$ cat src/logic/sps_pkg.sv
// shared constants and carrier types for the synthesizer phase and spread control
package sps_pkg;

  // core clock rate in hertz (5 ns period)
  localparam longint unsigned CLK_HZ        = 64'd200_000_000;

  // byte addresses of the register map; the lower address holds the upper byte
  localparam logic [15:0] ADDR_PHASE_HI     = 16'h0690;
  localparam logic [15:0] ADDR_PHASE_LO     = 16'h0691;
  localparam logic [15:0] ADDR_SPREAD_CFG   = 16'h0694;
  localparam logic [15:0] ADDR_RATE_HI      = 16'h0695;
  localparam logic [15:0] ADDR_RATE_LO      = 16'h0696;
  localparam logic [15:0] ADDR_DEPTH        = 16'h0697;

  // reset values
  localparam logic [15:0] PHASE_RST         = 16'h0000;
  localparam logic [7:0]  SPREAD_CFG_RST    = 8'h00;
  localparam logic [15:0] RATE_RST          = 16'h0000;
  localparam logic [7:0]  DEPTH_RST         = 8'h00;

  // field position of the sweep mode bit (0 centre, 1 down)
  localparam int          MODE_BIT          = 0;

  // modulation rate in 250 Hz steps and its legal span
  localparam longint unsigned RATE_UNIT_HZ  = 64'd250;
  localparam logic [15:0] RATE_MIN          = 16'h0064;
  localparam logic [15:0] RATE_MAX          = 16'h00DC;

  // peak-to-peak depth in 0.025 percent steps and its legal span
  localparam logic [7:0]  DEPTH_MIN         = 8'h01;
  localparam logic [7:0]  DEPTH_MAX         = 8'hC8;

  // sweep phase accumulator step per rate count: 2^32 * 250 / clock, rounded
  localparam longint unsigned ACC_STEP_L    =
    ((64'd1 << 32) * RATE_UNIT_HZ + CLK_HZ / 64'd2) / CLK_HZ;
  localparam logic [15:0] ACC_STEP          = ACC_STEP_L[15:0];

  // quarter turn of the accumulator, used to start centre mode at nominal
  localparam logic [31:0] ACC_QUARTER       = 32'h4000_0000;

  // extra phase offset: 389000 / vco * (12 - vco) / vco, vco in GHz;
  // with vco in MHz this is 389000000 * (12000 - vco) / vco^2
  localparam logic [47:0] EXTRA_NUM_K       = 48'h0000_172F_AB40;
  localparam logic [15:0] EXTRA_VCO_KNEE    = 16'h2EE0;
  localparam int          DIV_BITS          = 48;
  localparam logic [5:0]  DIV_LAST          = 6'h2F;
  localparam logic [15:0] EXTRA_CLAMP       = 16'h7FFF;

  // one byte-wide register access, used by the host port and the flash loader
  typedef struct packed {
    logic        en;
    logic [15:0] addr;
    logic [7:0]  data;
  } sps_wr_t;

  // sequencer for the turn-on phase shift
  typedef enum logic [1:0] {
    PH_IDLE  = 2'b00,
    PH_DIV   = 2'b01,
    PH_APPLY = 2'b10
  } sps_ph_state_t;

endpackage : sps_pkg

$ cat src/logic/sps_sweep.sv
// triangular frequency sweep generator for one synthesizer
`timescale 1ns/1ps
module sps_sweep (
  // clock and reset
  input  wire logic               core_clk,
  input  wire logic               rst,
  // configuration and run control
  input  wire logic               run,
  input  wire logic               mode_down,
  input  wire logic [7:0]         depth,
  input  wire logic [15:0]        rate,
  // sweep output, signed, in units of 0.025 percent / 256
  output logic signed [17:0]      freq_offset_r,
  output logic                    active_r
);

  logic [31:0]        acc_r;        // position within one modulation period
  logic [31:0]        acc_nxt;
  logic signed [17:0] offset_nxt;
  logic               go;           // configuration legal and synth running
  logic [31:0]        ph;           // accumulator seen through the mode shift
  logic [15:0]        tri_w;        // folded triangle, 0 to nearly 1
  logic [23:0]        prod;         // depth times triangle
  logic [15:0]        dip;          // drop below the sweep's upper reference

  // out-of-range settings hold the synth at nominal rather than sweep wildly
  assign go = run && (rate >= sps_pkg::RATE_MIN) && (rate <= sps_pkg::RATE_MAX)
           && (depth >= sps_pkg::DEPTH_MIN) && (depth <= sps_pkg::DEPTH_MAX);

  // next accumulator and next offset
  always_comb
  begin
    acc_nxt    = acc_r;
    offset_nxt = 18'sh00000;
    // centre mode starts a quarter turn in, which lands on nominal
    ph    = mode_down ? acc_r : acc_r + sps_pkg::ACC_QUARTER;
    tri_w = ph[31] ? ~ph[30:15] : ph[30:15];
    prod  = depth * tri_w;
    dip   = prod[23:8];
    if (!go)
    begin
      // idle: park at the period start so the next sweep begins at nominal
      acc_nxt = 32'h0000_0000;
    end
    else
    begin
      // one period is 2^32 / (rate * step) cycles, i.e. 1 / (rate * 250 Hz)
      // widen both factors first: the product overflows 16 bits
      acc_nxt = acc_r + (32'(rate) * 32'(sps_pkg::ACC_STEP));
      if (mode_down)
      begin
        // straight down the full spread and back up
        offset_nxt = -$signed({2'b00, dip});
      end
      else
      begin
        // half down, full up, half down: triangle centred on nominal
        offset_nxt = $signed({3'b000, depth, 7'h00}) - $signed({2'b00, dip});
      end
    end
  end

  // registers
  always_ff @(posedge core_clk)
  begin
    if (rst)
    begin
      acc_r         <= 32'h0000_0000;
      freq_offset_r <= 18'sh00000;
      active_r      <= 1'b0;
    end
    else
    begin
      acc_r         <= acc_nxt;
      freq_offset_r <= offset_nxt;
      active_r      <= go;
    end
  end

endmodule : sps_sweep

$ cat src/logic/sps_ctrl.sv
// per-synthesizer register file, turn-on phase shift and spread control
// What this block does
// shift phase by offset setting at turn-on
// offset is signed 16 bits, 1 ps
// after first nonzero write add VCO extra offset
// software may pre-add extra offset itself
// no extra offset after flash or reset load
// each sweep starts at nominal frequency
// centre mode: half down, full up, back
// down mode: full down, then back up
// sweep amplitude from depth setting
// modulation period from two-byte rate setting
// rate in 250 Hz steps, 100 to 220
// depth in 0.025% steps, 1 to 200
// phase shift applied once per turn-on
`timescale 1ns/1ps
module sps_ctrl (
  // clock and reset
  input  wire logic               core_clk,
  input  wire logic               rst,
  // host register port, byte wide
  input  sps_pkg::sps_wr_t        host_wr,
  input  wire logic               host_rd_en,
  input  wire logic [15:0]        host_rd_addr,
  output logic [7:0]              host_rd_data_r,
  // configuration loader port (flash image or loaded file)
  input  sps_pkg::sps_wr_t        load_wr,
  // synthesizer state
  input  wire logic               synth_on,
  input  wire logic [15:0]        vco_mhz,
  // phase shift request toward the synthesizer
  output logic                    phase_apply_r,
  output logic signed [17:0]      phase_shift_r,
  output logic                    extra_armed_r,
  // spread spectrum output
  output logic signed [17:0]      freq_offset_r,
  output logic                    sweep_active_r
);

  // register file
  logic [15:0] phase_r, phase_nxt;      // signed ps offset
  logic        mode_r,  mode_nxt;       // spread mode bit
  logic [15:0] rate_r,  rate_nxt;       // rate in 250 Hz steps
  logic [7:0]  depth_r, depth_nxt;      // depth in 0.025 % steps
  logic        armed_nxt;               // extra offset now present
  logic [7:0]  rd_nxt;

  // turn-on sequencer
  sps_pkg::sps_ph_state_t st_r, st_nxt;
  logic        on_d_r;                  // synth_on one cycle ago
  logic        on_rise;
  logic [47:0] num_r,  num_nxt;         // dividend, shifted out msb first
  logic [48:0] rem_r,  rem_nxt;         // partial remainder
  logic [47:0] quo_r,  quo_nxt;         // quotient bits
  logic [31:0] den_r,  den_nxt;         // vco squared
  logic        neg_r,  neg_nxt;         // vco above the 12 GHz knee
  logic [5:0]  cnt_r,  cnt_nxt;         // divide step counter
  logic        apply_nxt;
  logic signed [17:0] shift_nxt;
  logic [48:0] rem_sh;                  // remainder with next dividend bit
  logic [15:0] mag;                     // clamped extra offset magnitude
  logic signed [17:0] extra_s;          // signed extra offset

  // write decode: host and loader write the same storage; only a host write
  // of a nonzero phase arms the extra offset, matching the silicon quirk
  always_comb
  begin
    phase_nxt = phase_r;
    mode_nxt  = mode_r;
    rate_nxt  = rate_r;
    depth_nxt = depth_r;
    armed_nxt = extra_armed_r;
    // loader first so that a host write in the same cycle takes precedence
    if (load_wr.en)
    begin
      case (load_wr.addr)
        sps_pkg::ADDR_PHASE_HI:   phase_nxt[15:8] = load_wr.data;
        sps_pkg::ADDR_PHASE_LO:   phase_nxt[7:0]  = load_wr.data;
        sps_pkg::ADDR_SPREAD_CFG: mode_nxt        = load_wr.data[sps_pkg::MODE_BIT];
        sps_pkg::ADDR_RATE_HI:    rate_nxt[15:8]  = load_wr.data;
        sps_pkg::ADDR_RATE_LO:    rate_nxt[7:0]   = load_wr.data;
        sps_pkg::ADDR_DEPTH:      depth_nxt       = load_wr.data;
        default:                  ;                // unmapped: ignored
      endcase
    end
    if (host_wr.en)
    begin
      case (host_wr.addr)
        sps_pkg::ADDR_PHASE_HI:   phase_nxt[15:8] = host_wr.data;
        sps_pkg::ADDR_PHASE_LO:   phase_nxt[7:0]  = host_wr.data;
        sps_pkg::ADDR_SPREAD_CFG: mode_nxt        = host_wr.data[sps_pkg::MODE_BIT];
        sps_pkg::ADDR_RATE_HI:    rate_nxt[15:8]  = host_wr.data;
        sps_pkg::ADDR_RATE_LO:    rate_nxt[7:0]   = host_wr.data;
        sps_pkg::ADDR_DEPTH:      depth_nxt       = host_wr.data;
        default:                  ;                // unmapped: ignored
      endcase
      // sticky once armed; only reset clears it again
      if (((host_wr.addr == sps_pkg::ADDR_PHASE_HI) ||
           (host_wr.addr == sps_pkg::ADDR_PHASE_LO)) && (phase_nxt != 16'h0000))
      begin
        armed_nxt = 1'b1;
      end
    end
  end

  // read mux: reserved mode-register bits and unmapped bytes read zero
  always_comb
  begin
    rd_nxt = host_rd_data_r;
    if (host_rd_en)
    begin
      case (host_rd_addr)
        sps_pkg::ADDR_PHASE_HI:   rd_nxt = phase_r[15:8];
        sps_pkg::ADDR_PHASE_LO:   rd_nxt = phase_r[7:0];
        sps_pkg::ADDR_SPREAD_CFG: rd_nxt = {7'h00, mode_r};
        sps_pkg::ADDR_RATE_HI:    rd_nxt = rate_r[15:8];
        sps_pkg::ADDR_RATE_LO:    rd_nxt = rate_r[7:0];
        sps_pkg::ADDR_DEPTH:      rd_nxt = depth_r;
        default:                  rd_nxt = 8'h00;
      endcase
    end
  end

  // register file storage
  always_ff @(posedge core_clk)
  begin
    if (rst)
    begin
      phase_r        <= sps_pkg::PHASE_RST;
      mode_r         <= sps_pkg::SPREAD_CFG_RST[sps_pkg::MODE_BIT];
      rate_r         <= sps_pkg::RATE_RST;
      depth_r        <= sps_pkg::DEPTH_RST;
      extra_armed_r  <= 1'b0;
      host_rd_data_r <= 8'h00;
    end
    else
    begin
      phase_r        <= phase_nxt;
      mode_r         <= mode_nxt;
      rate_r         <= rate_nxt;
      depth_r        <= depth_nxt;
      extra_armed_r  <= armed_nxt;
      host_rd_data_r <= rd_nxt;
    end
  end

  // turn-on detection; synth_on is a same-clock level so no synchroniser
  assign on_rise = synth_on && !on_d_r;

  // extra offset from the quotient, clamped to the 16-bit signed span
  assign mag     = (quo_r > {32'h0000_0000, sps_pkg::EXTRA_CLAMP}) ?
                   sps_pkg::EXTRA_CLAMP : quo_r[15:0];
  assign extra_s = neg_r ? -$signed({2'b00, mag}) : $signed({2'b00, mag});
  assign rem_sh  = {rem_r[47:0], num_r[47]};

  // turn-on sequencer: one restoring divide step per cycle, so the shift
  // lands about 50 cycles after an armed turn-on, 2 cycles after a plain one; area traded for latency
  always_comb
  begin
    st_nxt    = st_r;
    num_nxt   = num_r;
    rem_nxt   = rem_r;
    quo_nxt   = quo_r;
    den_nxt   = den_r;
    neg_nxt   = neg_r;
    cnt_nxt   = cnt_r;
    apply_nxt = 1'b0;
    shift_nxt = phase_shift_r;
    case (st_r)
      sps_pkg::PH_IDLE:
      begin
        // only the rising edge counts; a running synth is left alone
        if (on_rise)
        begin
          neg_nxt = (vco_mhz > sps_pkg::EXTRA_VCO_KNEE);
          num_nxt = sps_pkg::EXTRA_NUM_K * 48'(neg_nxt ?
                    (vco_mhz - sps_pkg::EXTRA_VCO_KNEE) :
                    (sps_pkg::EXTRA_VCO_KNEE - vco_mhz));
          den_nxt = vco_mhz * vco_mhz;
          rem_nxt = 49'h0;
          quo_nxt = 48'h0;
          cnt_nxt = 6'h00;
          // no division needed when unarmed or with no vco figure
          if (extra_armed_r && (vco_mhz != 16'h0000))
          begin
            st_nxt = sps_pkg::PH_DIV;
          end
          else
          begin
            st_nxt = sps_pkg::PH_APPLY;
          end
        end
      end
      sps_pkg::PH_DIV:
      begin
        num_nxt = {num_r[46:0], 1'b0};
        if (rem_sh >= {17'h0, den_r})
        begin
          rem_nxt = rem_sh - {17'h0, den_r};
          quo_nxt = {quo_r[46:0], 1'b1};
        end
        else
        begin
          rem_nxt = rem_sh;
          quo_nxt = {quo_r[46:0], 1'b0};
        end
        cnt_nxt = cnt_r + 6'h01;
        if (cnt_r == sps_pkg::DIV_LAST)
        begin
          st_nxt = sps_pkg::PH_APPLY;
        end
      end
      sps_pkg::PH_APPLY:
      begin
        // signed ps setting plus the extra offset when armed
        shift_nxt = $signed({{2{phase_r[15]}}, phase_r})
                  + (extra_armed_r ? extra_s : 18'sh00000);
        apply_nxt = 1'b1;
        st_nxt    = sps_pkg::PH_IDLE;
      end
      default:
      begin
        st_nxt = sps_pkg::PH_IDLE;
      end
    endcase
    // quotient of an unarmed pass must not leak into the sum
    if ((st_r == sps_pkg::PH_IDLE) && on_rise && !extra_armed_r)
    begin
      quo_nxt = 48'h0;
    end
  end

  // sequencer registers
  always_ff @(posedge core_clk)
  begin
    if (rst)
    begin
      st_r          <= sps_pkg::PH_IDLE;
      on_d_r        <= 1'b0;
      num_r         <= 48'h0;
      rem_r         <= 49'h0;
      quo_r         <= 48'h0;
      den_r         <= 32'h0;
      neg_r         <= 1'b0;
      cnt_r         <= 6'h00;
      phase_apply_r <= 1'b0;
      phase_shift_r <= 18'sh00000;
    end
    else
    begin
      st_r          <= st_nxt;
      on_d_r        <= synth_on;
      num_r         <= num_nxt;
      rem_r         <= rem_nxt;
      quo_r         <= quo_nxt;
      den_r         <= den_nxt;
      neg_r         <= neg_nxt;
      cnt_r         <= cnt_nxt;
      phase_apply_r <= apply_nxt;
      phase_shift_r <= shift_nxt;
    end
  end

  // spread spectrum sweep runs while the synth is on
  sps_sweep u_sweep (
    .core_clk      (core_clk),
    .rst           (rst),
    .run           (synth_on),
    .mode_down     (mode_r),
    .depth         (depth_r),
    .rate          (rate_r),
    .freq_offset_r (freq_offset_r),
    .active_r      (sweep_active_r)
  );

endmodule : sps_ctrl

$ cat config.mk
export PLATFORM = sky130hd
export DESIGN_NAME = sps_ctrl
export DESIGN_NICKNAME = d
export VERILOG_FILES = /design/src/logic/sps_pkg.sv /design/src/logic/sps_sweep.sv /design/src/logic/sps_ctrl.sv
export SDC_FILE = /design/constraint.sdc
export NUM_CORES = 2
export LEC_CHECK = 0
export BUFFER_PORTS_ARGS = -buffer_cell sky130_fd_sc_hd__buf_2
export CAP_MARGIN = 30
export CORE_AREA = 2 2 362 400
export CTS_BUF_LIST = sky130_fd_sc_hd__clkbuf_4
export DETAILED_ROUTE_END_ITERATION = 12
export DIE_AREA = 0 0 364 402
export PLACE_DENSITY = 0.54
export SLEW_MARGIN = 0
export SYNTH_ARGS = -nofsm -noshare
export SYNTH_HDL_FRONTEND = slang
export SYNTH_HIERARCHICAL = 1
export SYNTH_SLANG_ARGS = --single-unit
$ cat constraint.sdc
create_clock -name core_clk -period 14.1 [get_ports core_clk]
set_input_delay 2.115 -clock core_clk [delete_from_list [all_inputs] [get_ports core_clk]]
set_output_delay 2.115 -clock core_clk [all_outputs]
set_load 0.005 [all_outputs]
; After elaboration in Yosys (flattened, before gate mapping)
; Cells that the tools add are included.
[totals]
elab_cells = 132
register_bits = 306
output_inout_bits = 47
in_bits = 86
[classes]
reduce_logical = 22
n_eq_ne = 23
bitwise_logic = 2
n_lt_le_gt_ge = 7
mul = 4
n_addsub = 10
n_mux = 45
[op_table]
columns = cell, n
row1 = $eq 16x11->1 const B, 18
row2 = $pmux 48 s2, 3
row3 = $mux 48, 5
row4 = $mux 8, 14
row5 = $mux 16, 6
row6 = $mux 18, 3
row7 = $ge 49x32->1, 1
row8 = $gt 48x15->1 const B, 1
row9 = $mul 23x48->42 const A, 1
row10 = $pmux 8 s6, 1
row11 = $sub 48x32->48, 1
row12 = $neg 16->18, 2
row13 = $add 32x29->32, 1
row14 = $add 32x31->32 const B, 1
row15 = $mul 16x16->32, 1
row16 = $mux 32, 1
row17 = $reduce_bool 16->1, 2
row18 = $mul 16x13->29 const B, 1
row19 = $mul 8x16->24, 1
row20 = $add 16x18->18, 1
row21 = $sub 14x16->17 const A, 1
row22 = $sub 15x16->17, 1
row23 = $sub 16x14->17 const B, 1
row24 = $ge 16x7->1 const B, 1
row25 = 23 further kinds, 44

; Depth between registers and ports, before layout
[depth]
depth_word = 8
mapped_depth = 34
ltp_nobuf = 33

; Hierarchy
; Netlist, hierarchy kept.
[by_module_without_submodules]
columns = mod, n_inst, cells_each, seq_area_each_um2, area_per_inst_um2
row1 = sps_ctrl, 1, 3537, 4964.8, 30719.5
row2 = sps_sweep, 1, 1295, 1021.0, 11691.2

; Worst setup path after synthesis
; Ideal clock, no wire load.
[synth_timing]
path_type = input-to-reg
startpoint = input port vco_mhz[5]
endpoint = register num_r[47]
setup_time_ps = 130
cell_stages = 33
slack_ps = 3480
t_arrival_ps = 10490
required_time_ps = 13970
path_buffers = 1
path_cell_list = ha_1 > a21oi_4 > o21ai_1 > a211oi_1 > a41oi_1 > or3_1 > a21oi_1 > a21oi_1 > or3_1 > buf_4 > inv_1 > ha_1 > fa_1 > inv_1 > fa_1 > inv_1 > fa_1 > fa_1 > fa_1 > inv_1 > fa_1 > inv_1 > ha_1 > nand3_1 > nor2_1 > o21ai_0 > a31o_2 > a41oi_1 > a21oi_2 > nor4_1 > a2111oi_2 > xnor2_1 > o22ai_1
[synth_between]
elab_chain_len = 5
word_cells_on_any_way = 7
cone_classes = 2 x add/sub / 1 x mul / 1 x order compare / 3 x mux
[synth_lines]
columns = item, line_no
row1 = "start, declared", sps_ctrl.sv:30  ; input wire logic [15:0] vco_mhz,
row2 = "$sub 14x16->17, or another cell as far along", sps_ctrl.sv:178  ; (sps_pkg::EXTRA_VCO_KNEE - vco_mhz));
row3 = $mux 48 (*), sps_ctrl.sv:176  ; num_nxt = sps_pkg::EXTRA_NUM_K * 48'(neg_nxt ?
row4 = $mul 23x48->42 (*), sps_ctrl.sv:176
row5 = $mux 48 (*), sps_ctrl.sv:173  ; if (on_rise)
row6 = $pmux 48 s2 (*), sps_ctrl.sv:169  ; case (st_r)
row7 = "end signal, assigned", sps_ctrl.sv:253  ; num_r <= num_nxt;
row8 = "end, declared", sps_ctrl.sv:52  ; logic [47:0] num_r, num_nxt;
; Mark *: on every way between the ends. The rest lies on a longest branch, timed or not. The select of a mux whose other input is x is not followed.
; A chain may end at the register's enable or synchronous reset.

; Final worst setup path
; Same ends and word-level chain as after synthesis.

==> results.json <==
{
  "end_kind": "flop",
  "cts.sinks": 299,
  "clock_skew_ps": 77.12,
  "ctsHoldBuffers": 0,
  "grt_pass1_wl_um": 186000,
  "critPathMaxFanout": 33,
  "netlist.area_leader.share": 0.2606,
  "root_buffer": "clkbuf_4",
  "areaGrowthSynthToFinish_pct": 9.001,
  "ys_ff_latch": 299,
  "cap_viol_max_count": 0,
  "cp.arrival_ps": 11600,
  "core_um2": 142700,
  "hold_viol_final": 0,
  "synth_adder_area_share": 0.4186,
  "die_area_um2": 146300,
  "rsz0062_at_grt": "no",
  "first_pass_iters": 9,
  "clock_path_buffers": 3,
  "synth-simple-area-share": 0.1356,
  "drtAntennaViolNets": 0,
  "gp_congestion": 0.9145,
  "start_util": 0.2973,
  "clk_pin_slew_worst_paths_ps": 60,
  "syn_avg_cell_area_um2": 8.777,
  "worstPathRequired_ps": 14780,
  "grt_pass1_vias": 34213,
  "rows": 146,
  "hp-class": "reg -> reg",
  "die_h_um": 402,
  "critPathTopFamily": "adder cells",
  "ioPinCount": 133,
  "synthMuxAreaShare": 0.01744,
  "yosysSeqAreaShare": 0.1411,
  "synth_ff_type": "dfxtp_1",
  "async_flop_share": 0,
  "yosysWarnings": 6,
  "synth_edf_count": 0,
  "status": "complete, no violations",
  "holdWs_ps": 452.2,
  "grt_use_total": 0.1594,
  "io_buffers": 132,
  "wl_per_cell_um": 16.87,
  "crit_slowest_cell": "or3_1",
  "synthesis.area_um2": 42410,
  "synth_cell_types": 104,
  "synth_area_leader_cell": "fa_1",
  "crit_buf_inv": 8,
  "tns_ps": 0,
  "cts-buffers-inserted": 90,
  "critical-path-max-stage-delay_ps": 630,
  "cts_setup_buffers": 0,
  "worstSetupStartpointType": "primary input",
  "ctsResizeCount": 0,
  "synthesis.nets": 6003,
  "yosys-top-cells-area": "fa_1 26%, ha_1 16%, dfxtp_1 14%",
  "report.final.setup_viol": 0,
  "worstSetupPathType": "in -> reg",
  "route.final.wire_length_um": 116500,
  "worst_slew_pin_slew_ps": 1041,
  "antenna_found_initial": 7,
  "yosys.area_share.xor_xnor": 0.05425,
  "max_freq_mhz": 91.61,
  "slew_viol_final": 0,
  "htreeDepth": 3,
  "grt_max_degree": 98,
  "via_count": 33198,
  "clk_latency_ps": 900,
  "synth_cells": 4832,
  "overflow": 0,
  "drtIter0Drc": 2058,
  "drc_errors": 0,
  "n_fill_cell": 15094,
  "fin_nets": 6085,
  "hpwl_um": 93580,
  "tritoncts": "yes",
  "drive_gt1_frac": 0.07490,
  "fin_crit_ps": 10920,
  "fin_crit_sh": 0.7741,
  "synth_compound_area_frac": 0.1392,
  "die_width_um": 364,
  "via_per_inst": 4.806,
  "synth_top_family_by_area": "adder cells",
  "slew_headroom": 0.3011
}
[path summary, 6_finish.rpt]
kind              startpoint                        end  slack (ps)  depth (start not counted)
setup / recovery  vco_mhz[5]                  num_r[47]        3180                         36
hold reg to reg     den_r[7]                   den_r[7]         450                          2
setup reg to reg      mode_r  u_sweep/freq_offset_r[15]        4600                         30
hold / removal      den_r[7]                   den_r[7]         450                          2
[flip-flops by register name, indices dropped and copies added (netlist names), 6 cells and up]
signal	count
cnt_r	6
den_r	31
depth_r	8
host_rd_data_r	8
num_r	42
phase_r	16
phase_shift_r	18
quo_r	48
rate_r	16
rem_r	48
u_sweep/acc_r	32
u_sweep/freq_offset_r	18
[worst min-delay path, stage by stage (launching register included)]
cell and delay, ps:
dfxtp_1 310, nand2_1 50, a21oi_1 50
[cell usage in the layout, fill, tap and decap left out, drive strengths merged, types with 163 or more instances in the layout]
cell type / count
buf: 166
a21oi: 253
xnor2: 163
and2: 165
nand2: 321
ha: 533
dfxtp: 299
nor2: 368
fa: 552
inv: 872
[synth_stat cells (all sizes together), types with 7 or more instances]
library cell and number:
o21bai 21, nand2b 26, nor4 28, o31ai 14, o21a 22, inv 870, a211oi 66, nor4b 8
or2 13, a21boi 7, o22a 11, a21oi 253, xnor2 163, a222oi 29, a21o 90, a2111oi 7
clkbuf 154, o211ai 10, ha 533, mux2i 69, and2 165, buf 22, a31oi 27, a41oi 7
o22ai 13, a22oi 62, nand2 321, nor2 368, xor2 95, dfxtp 299, nand3 63, a22o 8
and3 26, or4 12, nand4 30, nor2b 29, a221o 8, o21ai 152, fa 552, nor3b 17
a32oi 10, or3 17, nor3 52
[cell type report]
class	instances	area, um2	share of cell area
Tap cell	1924	2407	0.05207
Sequential cell	299	5986	0.1295
Multi-Input combinational cell	3483	32490	0.7029
Timing Repair Buffer	166	945.9	0.02046
Antenna cell	4	10.01	0.0002165
Clock inverter	30	145.1	0.003140
Inverter	874	3281	0.07097
Clock buffer	128	960.9	0.02079
[metal layers]
layer / global-route usage / part of all wire
met1: 0.2109 / 0.46
met2: 0.2657 / 0.46
met3: 0.02007 / 0.049
met4: 0.05649 / 0.031
met5: 0 / 0
[per-stage QoR]
stage	utilization	instance area, um2	instances	worst slack (ps)
2_1_floorplan	-	42410	4832	3480
3_3_place_gp	0.3158	45050	6742	2403
3_5_place_dp	0.3161	45100	6745	2188
4_1_cts	0.3239	46210	6903	3098
5_1_grt	0.3240	46220	6906	2547
6_report	0.3240	46230	6908	3184
[kinds of logic (layout without fill, tap and decap cells)]
kind of cell	Yosys count	in the layout
AND/OR/NAND/NOR	1193	1193
adder cells (fa/ha/maj)	1088	1088
buffers and inverters	1050	1198
AO/OA/AOI/OAI	870	870
flip-flops	299	299
XOR/XNOR	258	258
multiplexers	73	73
other	1	5
Power is not shown: default switching activity piles up to over one toggle a cycle in this logic, so the estimate is an artifact.
